<file path="src/pkg/bmd_defs.svh">
`ifndef BMD_DEFS_SVH
`define BMD_DEFS_SVH

// ----------------------------------------------------------------------
// address map: base and match mask per area
// ----------------------------------------------------------------------
`define BMD_PROM_BASE 32'h00000000
`define BMD_PROM_MASK 32'hFFF80000
`define BMD_REGS_BASE 32'h01F80000
`define BMD_REGS_MASK 32'hFFF80000
`define BMD_RAM_BASE 32'h02000000
`define BMD_RAM_MASK 32'hFFE00000
`define BMD_RAMX_BASE 32'h02200000
`define BMD_RAMX_MASK 32'hFFE00000
`define BMD_IO0_BASE 32'h10000000
`define BMD_IO0_MASK 32'hFFFFFE00

// ----------------------------------------------------------------------
// access sizes and chip select positions
// ----------------------------------------------------------------------
`define BMD_SZ_BYTE 2'h0
`define BMD_SZ_HALF 2'h1
`define BMD_SZ_WORD 2'h2
`define BMD_CS_BANK0 0
`define BMD_CS_BANK1 1
`define BMD_CS_REDUND 8
`define BMD_CS_NONE 9'h1FF

// ----------------------------------------------------------------------
// boot wait-state settings
// ----------------------------------------------------------------------
`define BMD_BOOT_RAM_RD_WS 0
`define BMD_BOOT_RAM_WR_WS 0
`define BMD_BOOT_PROM_WS 1
`define BMD_BOOT_IO0_WS 1

`endif

</file>
<file path="src/pkg/bmd_pkg.sv">
package bmd_pkg;

	// access sequencer states
	typedef enum logic [1:0] {
		ST_IDLE = 2'b00,
		ST_WAIT = 2'b01,
		ST_PROM = 2'b10,
		ST_ANS = 2'b11
	} bmd_state_t;

	// decoded address areas
	typedef enum logic [2:0] {
		AR_NONE = 3'b000,
		AR_PROM = 3'b001,
		AR_REGS = 3'b010,
		AR_RAM = 3'b011,
		AR_RAMX = 3'b100,
		AR_IO0 = 3'b101
	} bmd_area_t;

endpackage : bmd_pkg

</file>
<file path="src/hdl/bmd_board_decode.sv">
// Contract
// nominal 2 MB RAM bank on select 0 at 0x02000000, one contiguous region.
// RAM accesses run with no wait states when RAM setting is zero.
// two 2 MB banks on selects 0 and 1, redundant bank on select 8.
// boot PROM is byte wide, one wait state per byte access.
// PROM at 0x00000000 over 512k, words from bytes, no parity, byte writes.
// register window at 0x01F80000, parity only, word writes, any read size.
// expansion RAM at 0x02200000 over 2M, parity or EDAC, all sizes.
// I/O area 0 at 0x10000000, 512 bytes, optional parity, all sizes.
// unimplemented area access answers with a memory exception.
// boot wait states: RAM 0 read and write, PROM 1, I/O 0 one.
// external halt freezes processor units and this logic.
// availability flag cleared by reset, set only by software write.
// availability output forced low while processor halted.
// error output asserted on any unmasked unit or own error.
// unmasked error halts processor unless reset mode programmed.
// halted output from external halt, software halt or error halt.
// after hardware reset fetch starts in boot PROM region.
// PROM byte at lowest address lands in most significant lane.
`include "bmd_defs.svh"

module bmd_board_decode #(
	parameter int WS_W = 4
) (
	// clock and reset
	input wire logic clk_i,
	input wire logic resetn_i,
	// processor bus request
	input wire logic req_i,
	input wire logic [31:0] addr_i,
	input wire logic write_i,
	input wire logic [1:0] size_i,
	input wire logic [31:0] wdata_i,
	// processor bus answer
	output logic ready_o,
	output logic mexc_o,
	output logic [31:0] rdata_o,
	output logic [31:0] boot_vector_o,
	// memory side
	output logic [8:0] memory_bank_select_n_o,
	output logic prom_sel_n_o,
	output logic regs_sel_n_o,
	output logic io0_sel_n_o,
	output logic [31:0] mem_addr_o,
	output logic mem_rd_o,
	output logic mem_wr_o,
	output logic [1:0] mem_size_o,
	output logic [31:0] mem_wdata_o,
	output logic par_chk_o,
	output logic edac_chk_o,
	input wire logic [31:0] mem_rdata_i,
	// configuration
	input wire logic ramx_present_i,
	input wire logic io0_present_i,
	input wire logic redund_sel_i,
	input wire logic ram_edac_i,
	input wire logic io0_parity_i,
	input wire logic ws_cfg_wr_i,
	input wire logic [WS_W-1:0] ram_rd_ws_i,
	input wire logic [WS_W-1:0] ram_wr_ws_i,
	input wire logic [WS_W-1:0] prom_ws_i,
	input wire logic [WS_W-1:0] io0_ws_i,
	// halt and error
	input wire logic external_halt_request_i,
	input wire logic sw_halt_i,
	input wire logic system_available_out_set_i,
	input wire logic integer_unit_err_i,
	input wire logic floating_point_unit_err_i,
	input wire logic own_err_i,
	input wire logic [2:0] err_mask_i,
	input wire logic err_reset_mode_i,
	output logic freeze_o,
	output logic error_reset_o,
	output logic system_available_out_o,
	output logic system_error_out_o,
	output logic processor_halted_out_o
);

	// ------------------------------------------------------------------
	// elaboration check
	// ------------------------------------------------------------------
	if (WS_W < 1 || WS_W > 8) begin : g_chk
		$error("WS_W must lie in 1..8");
	end

	// ------------------------------------------------------------------
	// halt input synchroniser and wait-state configuration
	// ------------------------------------------------------------------
	logic hsync1_r, hsync2_r;
	logic [WS_W-1:0] ram_rd_ws_r, ram_wr_ws_r, prom_ws_r, io0_ws_r;
	logic [WS_W-1:0] ram_rd_ws_nxt, ram_wr_ws_nxt, prom_ws_nxt, io0_ws_nxt;
	logic frz;

	assign frz = hsync2_r;
	assign freeze_o = hsync2_r;

	// config loads only on the software strobe
	always_comb begin
		ram_rd_ws_nxt = ram_rd_ws_r;
		ram_wr_ws_nxt = ram_wr_ws_r;
		prom_ws_nxt = prom_ws_r;
		io0_ws_nxt = io0_ws_r;
		if (ws_cfg_wr_i) begin
			ram_rd_ws_nxt = ram_rd_ws_i;
			ram_wr_ws_nxt = ram_wr_ws_i;
			prom_ws_nxt = prom_ws_i;
			io0_ws_nxt = io0_ws_i;
		end
	end

	// boot values at reset
	always_ff @(posedge clk_i or negedge resetn_i) begin
		if (!resetn_i) begin
			hsync1_r <= 1'b0;
			hsync2_r <= 1'b0;
			ram_rd_ws_r <= WS_W'(`BMD_BOOT_RAM_RD_WS);
			ram_wr_ws_r <= WS_W'(`BMD_BOOT_RAM_WR_WS);
			prom_ws_r <= WS_W'(`BMD_BOOT_PROM_WS);
			io0_ws_r <= WS_W'(`BMD_BOOT_IO0_WS);
		end else begin
			hsync1_r <= external_halt_request_i;
			hsync2_r <= hsync1_r;
			ram_rd_ws_r <= ram_rd_ws_nxt;
			ram_wr_ws_r <= ram_wr_ws_nxt;
			prom_ws_r <= prom_ws_nxt;
			io0_ws_r <= io0_ws_nxt;
		end
	end

	// ------------------------------------------------------------------
	// address decode
	// ------------------------------------------------------------------
	function automatic bmd_pkg::bmd_area_t decode(input logic [31:0] a);
		bmd_pkg::bmd_area_t ar;
		ar = bmd_pkg::AR_NONE;
		if ((a & `BMD_PROM_MASK) == `BMD_PROM_BASE) ar = bmd_pkg::AR_PROM;
		if ((a & `BMD_REGS_MASK) == `BMD_REGS_BASE) ar = bmd_pkg::AR_REGS;
		if ((a & `BMD_RAM_MASK) == `BMD_RAM_BASE) ar = bmd_pkg::AR_RAM;
		if ((a & `BMD_RAMX_MASK) == `BMD_RAMX_BASE && ramx_present_i) begin
			ar = bmd_pkg::AR_RAMX;
		end
		if ((a & `BMD_IO0_MASK) == `BMD_IO0_BASE && io0_present_i) begin
			ar = bmd_pkg::AR_IO0;
		end
		return ar;
	endfunction : decode

	bmd_pkg::bmd_area_t req_area;
	logic misaligned, bad_size;

	always_comb req_area = decode(addr_i); // presence inputs must re-run the decode too
	assign misaligned = (size_i == `BMD_SZ_HALF && addr_i[0]) ||
		(size_i == `BMD_SZ_WORD && addr_i[1:0] != 2'h0) || size_i > `BMD_SZ_WORD;
	// write size limits per area
	assign bad_size = write_i &&
		((req_area == bmd_pkg::AR_PROM && size_i != `BMD_SZ_BYTE) ||
		(req_area == bmd_pkg::AR_REGS && size_i != `BMD_SZ_WORD));

	// ------------------------------------------------------------------
	// access sequencer
	// ------------------------------------------------------------------
	bmd_pkg::bmd_state_t st_r, st_nxt;
	bmd_pkg::bmd_area_t area_r, area_nxt;
	logic err_r, err_nxt, wr_r, wr_nxt, rd_r, rd_nxt, par_r, par_nxt, edac_r, edac_nxt;
	logic [WS_W-1:0] cnt_r, cnt_nxt;
	logic [1:0] left_r, left_nxt, size_r, size_nxt;
	logic [31:0] addr_r, addr_nxt, wdata_r, wdata_nxt, rdata_r, rdata_nxt;
	logic [8:0] bank_n_r, bank_n_nxt;
	logic prom_n_r, prom_n_nxt, regs_n_r, regs_n_nxt, io0_n_r, io0_n_nxt;

	// next access state; whole sequencer holds while frozen
	always_comb begin
		st_nxt = st_r;
		area_nxt = area_r;
		err_nxt = err_r;
		wr_nxt = wr_r;
		rd_nxt = rd_r;
		par_nxt = par_r;
		edac_nxt = edac_r;
		cnt_nxt = cnt_r;
		left_nxt = left_r;
		size_nxt = size_r;
		addr_nxt = addr_r;
		wdata_nxt = wdata_r;
		rdata_nxt = rdata_r;
		bank_n_nxt = bank_n_r;
		prom_n_nxt = prom_n_r;
		regs_n_nxt = regs_n_r;
		io0_n_nxt = io0_n_r;
		if (!frz) begin
			case (st_r)
				bmd_pkg::ST_IDLE: begin
					if (req_i) begin
						area_nxt = req_area;
						addr_nxt = addr_i;
						size_nxt = size_i;
						wdata_nxt = wdata_i;
						err_nxt = 1'b0;
						rdata_nxt = 32'h0;
						if (req_area == bmd_pkg::AR_NONE || misaligned || bad_size) begin
							err_nxt = 1'b1;
							st_nxt = bmd_pkg::ST_ANS;
						end else begin
							wr_nxt = write_i;
							rd_nxt = !write_i;
							st_nxt = bmd_pkg::ST_WAIT;
							case (req_area)
								bmd_pkg::AR_PROM: begin
									prom_n_nxt = 1'b0;
									par_nxt = 1'b0;
									cnt_nxt = prom_ws_r;
									left_nxt = size_i == `BMD_SZ_WORD ? 2'h3 :
										(size_i == `BMD_SZ_HALF ? 2'h1 : 2'h0);
									size_nxt = `BMD_SZ_BYTE;
									if (!write_i) st_nxt = bmd_pkg::ST_PROM;
								end
								bmd_pkg::AR_REGS: begin
									regs_n_nxt = 1'b0;
									par_nxt = 1'b1;
									cnt_nxt = '0;
								end
								bmd_pkg::AR_RAM, bmd_pkg::AR_RAMX: begin
									if (req_area == bmd_pkg::AR_RAMX) begin
										bank_n_nxt[`BMD_CS_BANK1] = 1'b0;
									end else if (redund_sel_i) begin
										bank_n_nxt[`BMD_CS_REDUND] = 1'b0;
									end else begin
										bank_n_nxt[`BMD_CS_BANK0] = 1'b0;
									end
									par_nxt = !ram_edac_i;
									edac_nxt = ram_edac_i;
									cnt_nxt = write_i ? ram_wr_ws_r : ram_rd_ws_r;
								end
								default: begin
									io0_n_nxt = 1'b0;
									par_nxt = io0_parity_i;
									cnt_nxt = io0_ws_r;
								end
							endcase
						end
					end
				end
				bmd_pkg::ST_WAIT: begin
					if (cnt_r != '0) begin
						cnt_nxt = cnt_r - WS_W'(1);
					end else begin
						if (rd_r) rdata_nxt = mem_rdata_i;
						st_nxt = bmd_pkg::ST_ANS;
					end
				end
				bmd_pkg::ST_PROM: begin
					if (cnt_r != '0) begin
						cnt_nxt = cnt_r - WS_W'(1);
					end else begin
						// lowest address to the top lane
						rdata_nxt[(2'h3 - addr_r[1:0]) * 8 +: 8] = mem_rdata_i[7:0];
						if (left_r == 2'h0) begin
							st_nxt = bmd_pkg::ST_ANS;
						end else begin
							left_nxt = left_r - 2'h1;
							addr_nxt = addr_r + 32'h1;
							cnt_nxt = prom_ws_r;
						end
					end
				end
				bmd_pkg::ST_ANS: begin
					st_nxt = bmd_pkg::ST_IDLE;
				end
				default: begin
					st_nxt = bmd_pkg::ST_IDLE;
				end
			endcase
			if (st_nxt == bmd_pkg::ST_ANS) begin
				bank_n_nxt = `BMD_CS_NONE;
				prom_n_nxt = 1'b1;
				regs_n_nxt = 1'b1;
				io0_n_nxt = 1'b1;
				wr_nxt = 1'b0;
				rd_nxt = 1'b0;
				par_nxt = 1'b0;
				edac_nxt = 1'b0;
			end
		end
	end

	// sequencer registers
	always_ff @(posedge clk_i or negedge resetn_i) begin
		if (!resetn_i) begin
			st_r <= bmd_pkg::ST_IDLE;
			area_r <= bmd_pkg::AR_NONE;
			err_r <= 1'b0;
			wr_r <= 1'b0;
			rd_r <= 1'b0;
			par_r <= 1'b0;
			edac_r <= 1'b0;
			cnt_r <= '0;
			left_r <= 2'h0;
			size_r <= `BMD_SZ_BYTE;
			addr_r <= 32'h0;
			wdata_r <= 32'h0;
			rdata_r <= 32'h0;
			bank_n_r <= `BMD_CS_NONE;
			prom_n_r <= 1'b1;
			regs_n_r <= 1'b1;
			io0_n_r <= 1'b1;
		end else begin
			st_r <= st_nxt;
			area_r <= area_nxt;
			err_r <= err_nxt;
			wr_r <= wr_nxt;
			rd_r <= rd_nxt;
			par_r <= par_nxt;
			edac_r <= edac_nxt;
			cnt_r <= cnt_nxt;
			left_r <= left_nxt;
			size_r <= size_nxt;
			addr_r <= addr_nxt;
			wdata_r <= wdata_nxt;
			rdata_r <= rdata_nxt;
			bank_n_r <= bank_n_nxt;
			prom_n_r <= prom_n_nxt;
			regs_n_r <= regs_n_nxt;
			io0_n_r <= io0_n_nxt;
		end
	end

	// answer and memory-side outputs
	assign ready_o = st_r == bmd_pkg::ST_ANS && !err_r && !frz;
	assign mexc_o = st_r == bmd_pkg::ST_ANS && err_r && !frz;
	assign rdata_o = rdata_r;
	assign boot_vector_o = `BMD_PROM_BASE;
	assign memory_bank_select_n_o = bank_n_r;
	assign prom_sel_n_o = prom_n_r;
	assign regs_sel_n_o = regs_n_r;
	assign io0_sel_n_o = io0_n_r;
	assign mem_addr_o = addr_r;
	assign mem_rd_o = rd_r;
	assign mem_wr_o = wr_r;
	assign mem_size_o = size_r;
	assign mem_wdata_o = wdata_r;
	assign par_chk_o = par_r;
	assign edac_chk_o = edac_r;

	// ------------------------------------------------------------------
	// halt, error and availability
	// ------------------------------------------------------------------
	logic err_hit, err_halt_r, err_halt_nxt, halted_r, halted_nxt;
	logic system_error_out_r, system_available_out_r, system_available_out_nxt, erst_r;

	assign err_hit = |({integer_unit_err_i, floating_point_unit_err_i, own_err_i} & ~err_mask_i);

	// error halt latches until reset; in reset mode error_reset_o follows the unmasked error one cycle later
	always_comb begin
		err_halt_nxt = err_halt_r | (err_hit & !err_reset_mode_i);
		halted_nxt = frz | sw_halt_i | err_halt_nxt;
		system_available_out_nxt = system_available_out_r | system_available_out_set_i;
	end

	always_ff @(posedge clk_i or negedge resetn_i) begin
		if (!resetn_i) begin
			err_halt_r <= 1'b0;
			halted_r <= 1'b0;
			system_error_out_r <= 1'b0;
			system_available_out_r <= 1'b0;
			erst_r <= 1'b0;
		end else begin
			err_halt_r <= err_halt_nxt;
			halted_r <= halted_nxt;
			system_error_out_r <= err_hit;
			system_available_out_r <= system_available_out_nxt;
			erst_r <= err_hit & err_reset_mode_i;
		end
	end

	assign processor_halted_out_o = halted_r;
	assign system_error_out_o = system_error_out_r;
	assign error_reset_o = erst_r;
	assign system_available_out_o = system_available_out_r & !halted_r;
endmodule : bmd_board_decode

</file>
<file path="config.mk">
export PLATFORM = sky130hd
export DESIGN_NAME = bmd_board_decode
export DESIGN_NICKNAME = d
export VERILOG_FILES = /design/src/pkg/bmd_pkg.sv /design/src/hdl/bmd_board_decode.sv
export VERILOG_INCLUDE_DIRS = /design/src /design/src/pkg
export SDC_FILE = /design/constraint.sdc
export NUM_CORES = 1
export LEC_CHECK = 0
export ABC_AREA = 1
export BUFFER_PORTS_ARGS = -buffer_cell sky130_fd_sc_hd__buf_2
export CORE_AREA = 2 2 166 168
export CTS_BUF_LIST = sky130_fd_sc_hd__clkbuf_4
export DETAILED_ROUTE_END_ITERATION = 6
export DIE_AREA = 0 0 168 170
export RECOVER_POWER = 50
export SETUP_SLACK_MARGIN = 0.4
export SLEW_MARGIN = 5
export SYNTH_ARGS = -nofsm -noshare
export SYNTH_HDL_FRONTEND = slang
export SYNTH_SLANG_ARGS = --single-unit
</file>
<file path="constraint.sdc">
create_clock -name clk_i -period 2.99 [get_ports clk_i]
set_clock_uncertainty 0.1 [all_clocks]
set_input_delay 0.1495 -clock clk_i [delete_from_list [all_inputs] [get_ports clk_i]]
set_output_delay 0.1495 -clock clk_i [all_outputs]
set_load 0.01 [all_outputs]
</file>
==> Yosys cells after proc, flatten, opt, wreduce, memory -nomap -nowiden <==
Index checks and enable logic that the tools add are counted.
{ "op_classes": {"addsub": 5, "order_cmp": 1, "eq_ne": 28, "n_shift": 2, "n_mux": 90, "bitwise": 10, "reduce_logical": 54} }
{ "op_table": {"columns": ["operator", "count"], "rows": [
  ["two-way mux 32 bit", 7],
  ["case mux 32 bit (3 select lines)", 1],
  ["case mux 32 bit (2 select lines)", 1],
  ["two-way mux 1 bit", 44],
  ["two-way mux 2 bit", 20],
  ["negation 32 -> 34 bit", 1],
  ["variable shift 8 x 34 -> 32 bit, first input constant", 1],
  ["variable part select 8 x 34 -> 32 bit", 1],
  ["adder 32 x 1 -> 32 bit, second input constant", 1],
  ["bitwise mux 32 bit", 1],
  ["logical NOT 32 bit", 1],
  ["AND reduction 5 bit", 5],
  ["two-way mux 4 bit", 6],
  ["case mux 4 bit (3 select lines)", 2],
  ["== test 23 x 20 -> 1 bit, second input constant", 1],
  ["== test 11 x 5 -> 1 bit, second input constant", 2],
  ["AND reduction 7 bit", 3],
  ["nonzero test 2 bit", 10],
  ["inequality test 2 bit, second input constant", 9],
  ["AND reduction 6 bit", 3],
  ["== test 13 x 6 -> 1 bit, second input constant", 1],
  ["two-way mux 3 bit", 4],
  ["logical AND 1 bit", 11],
  ["two-way mux 9 bit", 1],
  ["other kinds (30)", 53]
]} }
{ "totals": {"ff_bits": 140, "inputBits": 134, "output_inout_bits": 153, "wordCells": 219} }

==> Depth between registers and ports, before layout <==
{ "depth": {"ltp_word": 18, "depth_mapped": 17, "mapped_depth_nobuf": 16} }

==> Worst setup path after synthesis <==
Ideal clock, no wire load.
{ "synth_path": {"path_kind": "reg-to-reg", "start": "register addr_r[0], in the netlist mem_addr_o[0]", "end": "register addr_r[30], in the netlist mem_addr_o[30]", "setup_ps": 74, "t_arrival_ps": 2032, "t_required_ps": 2816, "slack_ps": 784, "stages_incl_launch_ff": 13, "n_path_buf": 0, "period_less_slack_ps": 2206, "cell_sequence": "dfrtp_1 > ha_1 > nand3_1 > inv_2 > nand2_1 > nor2_2 > nand2_2 > nor2_2 > nand4_1 > nor3_1 > xor2_1 > nor2_1 > o21ai_2"} }
{ "synth_via": {"elab_chain_len": 4} }
{ "synth_rtl": {"columns": ["item", "line_no", "rtl"], "rows": [
  ["from (decl)", "bmd_board_decode.sv:167", "logic [31:0] addr_r, addr_nxt, wdata_r, wdata_nxt, rdata_r, rdata_nxt;"],
  ["from (signal assigned)", "bmd_board_decode.sv:317", "addr_r <= addr_nxt;"],
  ["adder 32 x 1 -> 32 bit", "bmd_board_decode.sv:261", "addr_nxt = addr_r + 32'h1;"],
  ["two-way mux 32 bit", "bmd_board_decode.sv:257", "if (left_r == 2'h0) begin"],
  ["two-way mux 32 bit", "bmd_board_decode.sv:252", "if (cnt_r != '0) begin"],
  ["case mux 32 bit (2 select lines)", "bmd_board_decode.sv:191", "case (st_r)"]
]} }
No other way between the ends. The select of a mux whose other input is x is not followed.
A chain may end at the register's enable or synchronous reset.

==> Final worst setup path <==
{ "layout_path": {"start": "input floating_point_unit_err_i", "end": "register halted_r, in the netlist processor_halted_out_o"} }
{ "layout_via": {"elab_chain_len": 5} }
{ "layout_rtl": {"columns": ["item", "line_no", "rtl"], "rows": [
  ["from (decl)", "bmd_board_decode.sv:68", "input wire logic floating_point_unit_err_i,"],
  ["bitwise AND 3 bit", "bmd_board_decode.sv:350", "assign err_hit = |({integer_unit_err_i, floating_point_unit_err_i, own_err_i} & ~err_mask_i);"],
  ["OR reduction 3 bit", "bmd_board_decode.sv:350", null],
  ["named net err_hit", "bmd_board_decode.sv:347", "logic err_hit, err_halt_r, err_halt_nxt, halted_r, halted_nxt;"],
  ["bitwise AND 1 bit", "bmd_board_decode.sv:354", "err_halt_nxt = err_halt_r | (err_hit & !err_reset_mode_i);"],
  ["OR 1 bit", "bmd_board_decode.sv:354", null],
  ["OR 1 bit", "bmd_board_decode.sv:355", "halted_nxt = frz | sw_halt_i | err_halt_nxt;"],
  ["named net halted_nxt", "bmd_board_decode.sv:347", null],
  ["to (signal assigned)", "bmd_board_decode.sv:368", "halted_r <= halted_nxt;"],
  ["to (decl)", "bmd_board_decode.sv:347", null]
]} }
The timed path passes the listed nets, and every way through them passes these cells.

==> key figures <==
Routing
  – WL/cell: 15.3 µm
  – Via density: between 4 and 5
  – Antenna viol nets, final: 0
  – Total Wirelength: approximately 27 mm
  – First-pass DRT Iterations: 5
  – DRT iter0 DRCs: 650
  – Vias after detailed routing: between 8000 and 9000
  – DRC errors left: 0

Synthesis
  – Mapped Area: 7950 µm²
  – Synth Register Bits: 140
  – Top_reg_cell synth: dfrtp_1
  – EDFF count, synth: 0
  – Cell variety after synth: 48
  – Average size of a mapped cell: 8.01 µm²
  – Seq/Total Area, Yosys: 0.442
  – Fraction of registers with async set/reset: 1.00
  – Cell count after synthesis: 992
  – Ys Warns: 0

Place
  – Cells after DPL: 1549
  – Count of input and output buffers: 248
  – Post-detail-place hpwl: 18.0 mm
  – Placed cell areas: 9410 µm²
  – DP Worst Slack: 0.604 ns
  – Placer Congestion: 0.817

Power
  – Pwr Density: 841 nW/µm²
  – Max VDD drop: 0.000307 V
  – Leak Pwr: 5.23 nW
  – Total power draw: 9.33 mW

Job
  – Max cap viols: 0

Critical path
  – Reg2Reg Setup Slack: 0.56 ns
  – RR Endpoint: rdata_o[2]
  – CP Max Fanout: 2
  – Worst Setup EP: processor_halted_out_o
  – Crit path capture type: register
  – Worst EP arrival: around 2.9 ns
  – Crit. Startpoint: floating_point_unit_err_i
  – Required @ worst endpoint: 3.32 ns
  – WS Path Type: input port to register
  – Worst reg2reg path depth: 8
  – Worst Setup Start Kind: input port
  – Worst r2r src: st_r[1]

Finish
  – Layout cell share with drive strength beyond 1: 0.186
  – Finished layout cell area: 11100 µm²
  – Nets: 1533
  – Finished Layout Cells: 1738
  – Fill count: 2734
  – Area growth syn-to-layout: 39.6%

STA
  – Worst-margin pin slew: 1.27 ns
  – Max Freq: between 300 and 400 MHz
  – Min cycle time layout: 2.57 ns
  – Setup slack after layout: roughly 0.42 ns
  – Rel. slew slack: 0.155
  – RSZ-0062 raised after global routing: no
  – Final Max Tran Viols: 0
  – Final period utilization: 0.859
  – Final Setup Violations: 0
  – Final hold violations: 0
  – Fin Setup TNS: 0 ns

Clock tree
  – Postcts setup bufs: 0
  – Clock slew at reported path FFs: 0.13 ns
  – CTS tree: yes
  – Clock sink count: 140
  – Root Driver: clkbuf_4
  – H-tree Lvls: 4
  – Clock Path Buffers: 2
  – Clock Latency Late Sink: 0.56 ns
  – Total CTS buffers: 17

Floorplan
  – Core area: 26700 µm²
  – Ports: 287
  – Chip height: 170 µm
  – Core Rows: 60
  – Die Wd: 168 µm
  – Die area: around 29000 µm²
  – Initial Util: 0.298

GRT
  – Largest net degree at the start of global routing: 60
  – Total grt overflow: 0
  – GRT Total Usage: 0.184
  – Number of global-route vias before repair: 8185
  – Initial antenna violation count: 1
  – First-pass GRT wire length: 42.1 mm

Worst hold path
  – Hold/Removal Path Class: input port to register

Status
  – Status: finished clean
-- power breakdown --
group,switching [mW],internal [mW],total (mW)
clock network,0.860,0.357,1.22
logic,3.03,1.73,4.76
registers,0.661,2.70,3.36
-- kinds of logic after synthesis --
kind of cell    count (synthesis)  synth area share
compound gates                217             0.169
xor+xnor                       23            0.0253
fa+ha+maj                      17            0.0268
buf+inv                       205             0.117
flops                         140             0.442
mux                             8            0.0113
other cells                     2          0.000945
simple gates                  380             0.208
-- placed cells by master, fill, tap and decap left out, types with 38 or more instances in the layout --
cell type      count
buf_2            150
clkbuf_1          97
conb_1            38
dfrtp_1          130
dlygate4sd3_1    155
inv_1            112
nand2_1          224
nor2_1            67
o21ai_0           53
o22ai_1           61
-- registers in the layout, indices dropped and copies added, names as in the netlist, 2 cells and up --
name,count
prom_ws_r,4
st_r,2
ram_rd_ws_r,4
mem_size_o,2
mem_wdata_o,32
io0_ws_r,4
ram_wr_ws_r,4
cnt_r,4
rdata_o,32
left_r,2
mem_addr_o,32
memory_bank_select_n_o,3
-- critical path, cell delays in order --
cell and delay, ns:
dlygate4sd3_1 0.53, buf_2 0.12, nand2_1 0.05, dlygate4sd3_1 0.55
o221ai_1 0.13, dlygate4sd3_1 0.60, a21oi_1 0.17, nand2_1 0.06
dlygate4sd3_1 0.55
-- cell usage after synthesis (15+ instances only) --
| library cell | n | area [µm²] |
|---|---|---|
| nand2_1 | 224 | 841 |
| dfrtp_1 | 132 | 3300 |
| inv_1 | 112 | 420 |
| nor2_1 | 68 | 255 |
| o22ai_1 | 61 | 382 |
| o21ai_0 | 53 | 265 |
| buf_4 | 38 | 285 |
| clkbuf_1 | 34 | 128 |
| a22oi_1 | 27 | 203 |
| a21oi_1 | 25 | 125 |
| nand3_1 | 23 | 115 |
| xor2_1 | 22 | 193 |
| ha_1 | 17 | 213 |
| nor3_1 | 16 | 80.1 |
| nand4_1 | 15 | 93.8 |
-- layer usage --
| layer | share of wire | track usage |
|---|---|---|
| met5 | 0 | 0 |
| met4 | 0.018 | 0.0578 |
| met3 | 0.059 | 0.0379 |
| met2 | 0.47 | 0.307 |
| met1 | 0.45 | 0.240 |
-- worst min path at each step --
stage / from / end / cells after the start
global route: ws_cfg_wr_i / ram_rd_ws_r[0] / 2
finish: ws_cfg_wr_i / ram_rd_ws_r[0] / 2
floorplan: resetn_i / cnt_r[0] / 0
detailed placement: resetn_i / io0_ws_r[2] / 1
global placement: resetn_i / io0_ws_r[2] / 1
CTS: ws_cfg_wr_i / ram_rd_ws_r[0] / 2
-- stage by stage --
step	utilization	hold WS, ns
final	0.416	0.0594
after global routing	0.416	0.0256
after CTS	0.421	0.00371
after detailed placement	0.353	0.0947
after global placement	0.353	0.0877
after floorplan	-	-0.246
-- area by class of cell --
class                      count  area [µm²]  share of cell area
sequential                   140        3520               0.317
inverter                     125         469              0.0423
multi-input combinational    683        3650               0.329
timing repair buffer         415        2770               0.249
clock buffer                  17         128              0.0115
antenna                        2        5.00            0.000451
tap                          341         427              0.0385
clock inverter                15         130              0.0117
-- timing repair --
item | in CTS | in global routing
endpoints found under the setup margin | 0 | 2
endpoints found under the hold margin | 230 | 0
hold buffers | 155 | 0
gates resized for setup | 0 | 2
(Power assumes the default switching activity.)
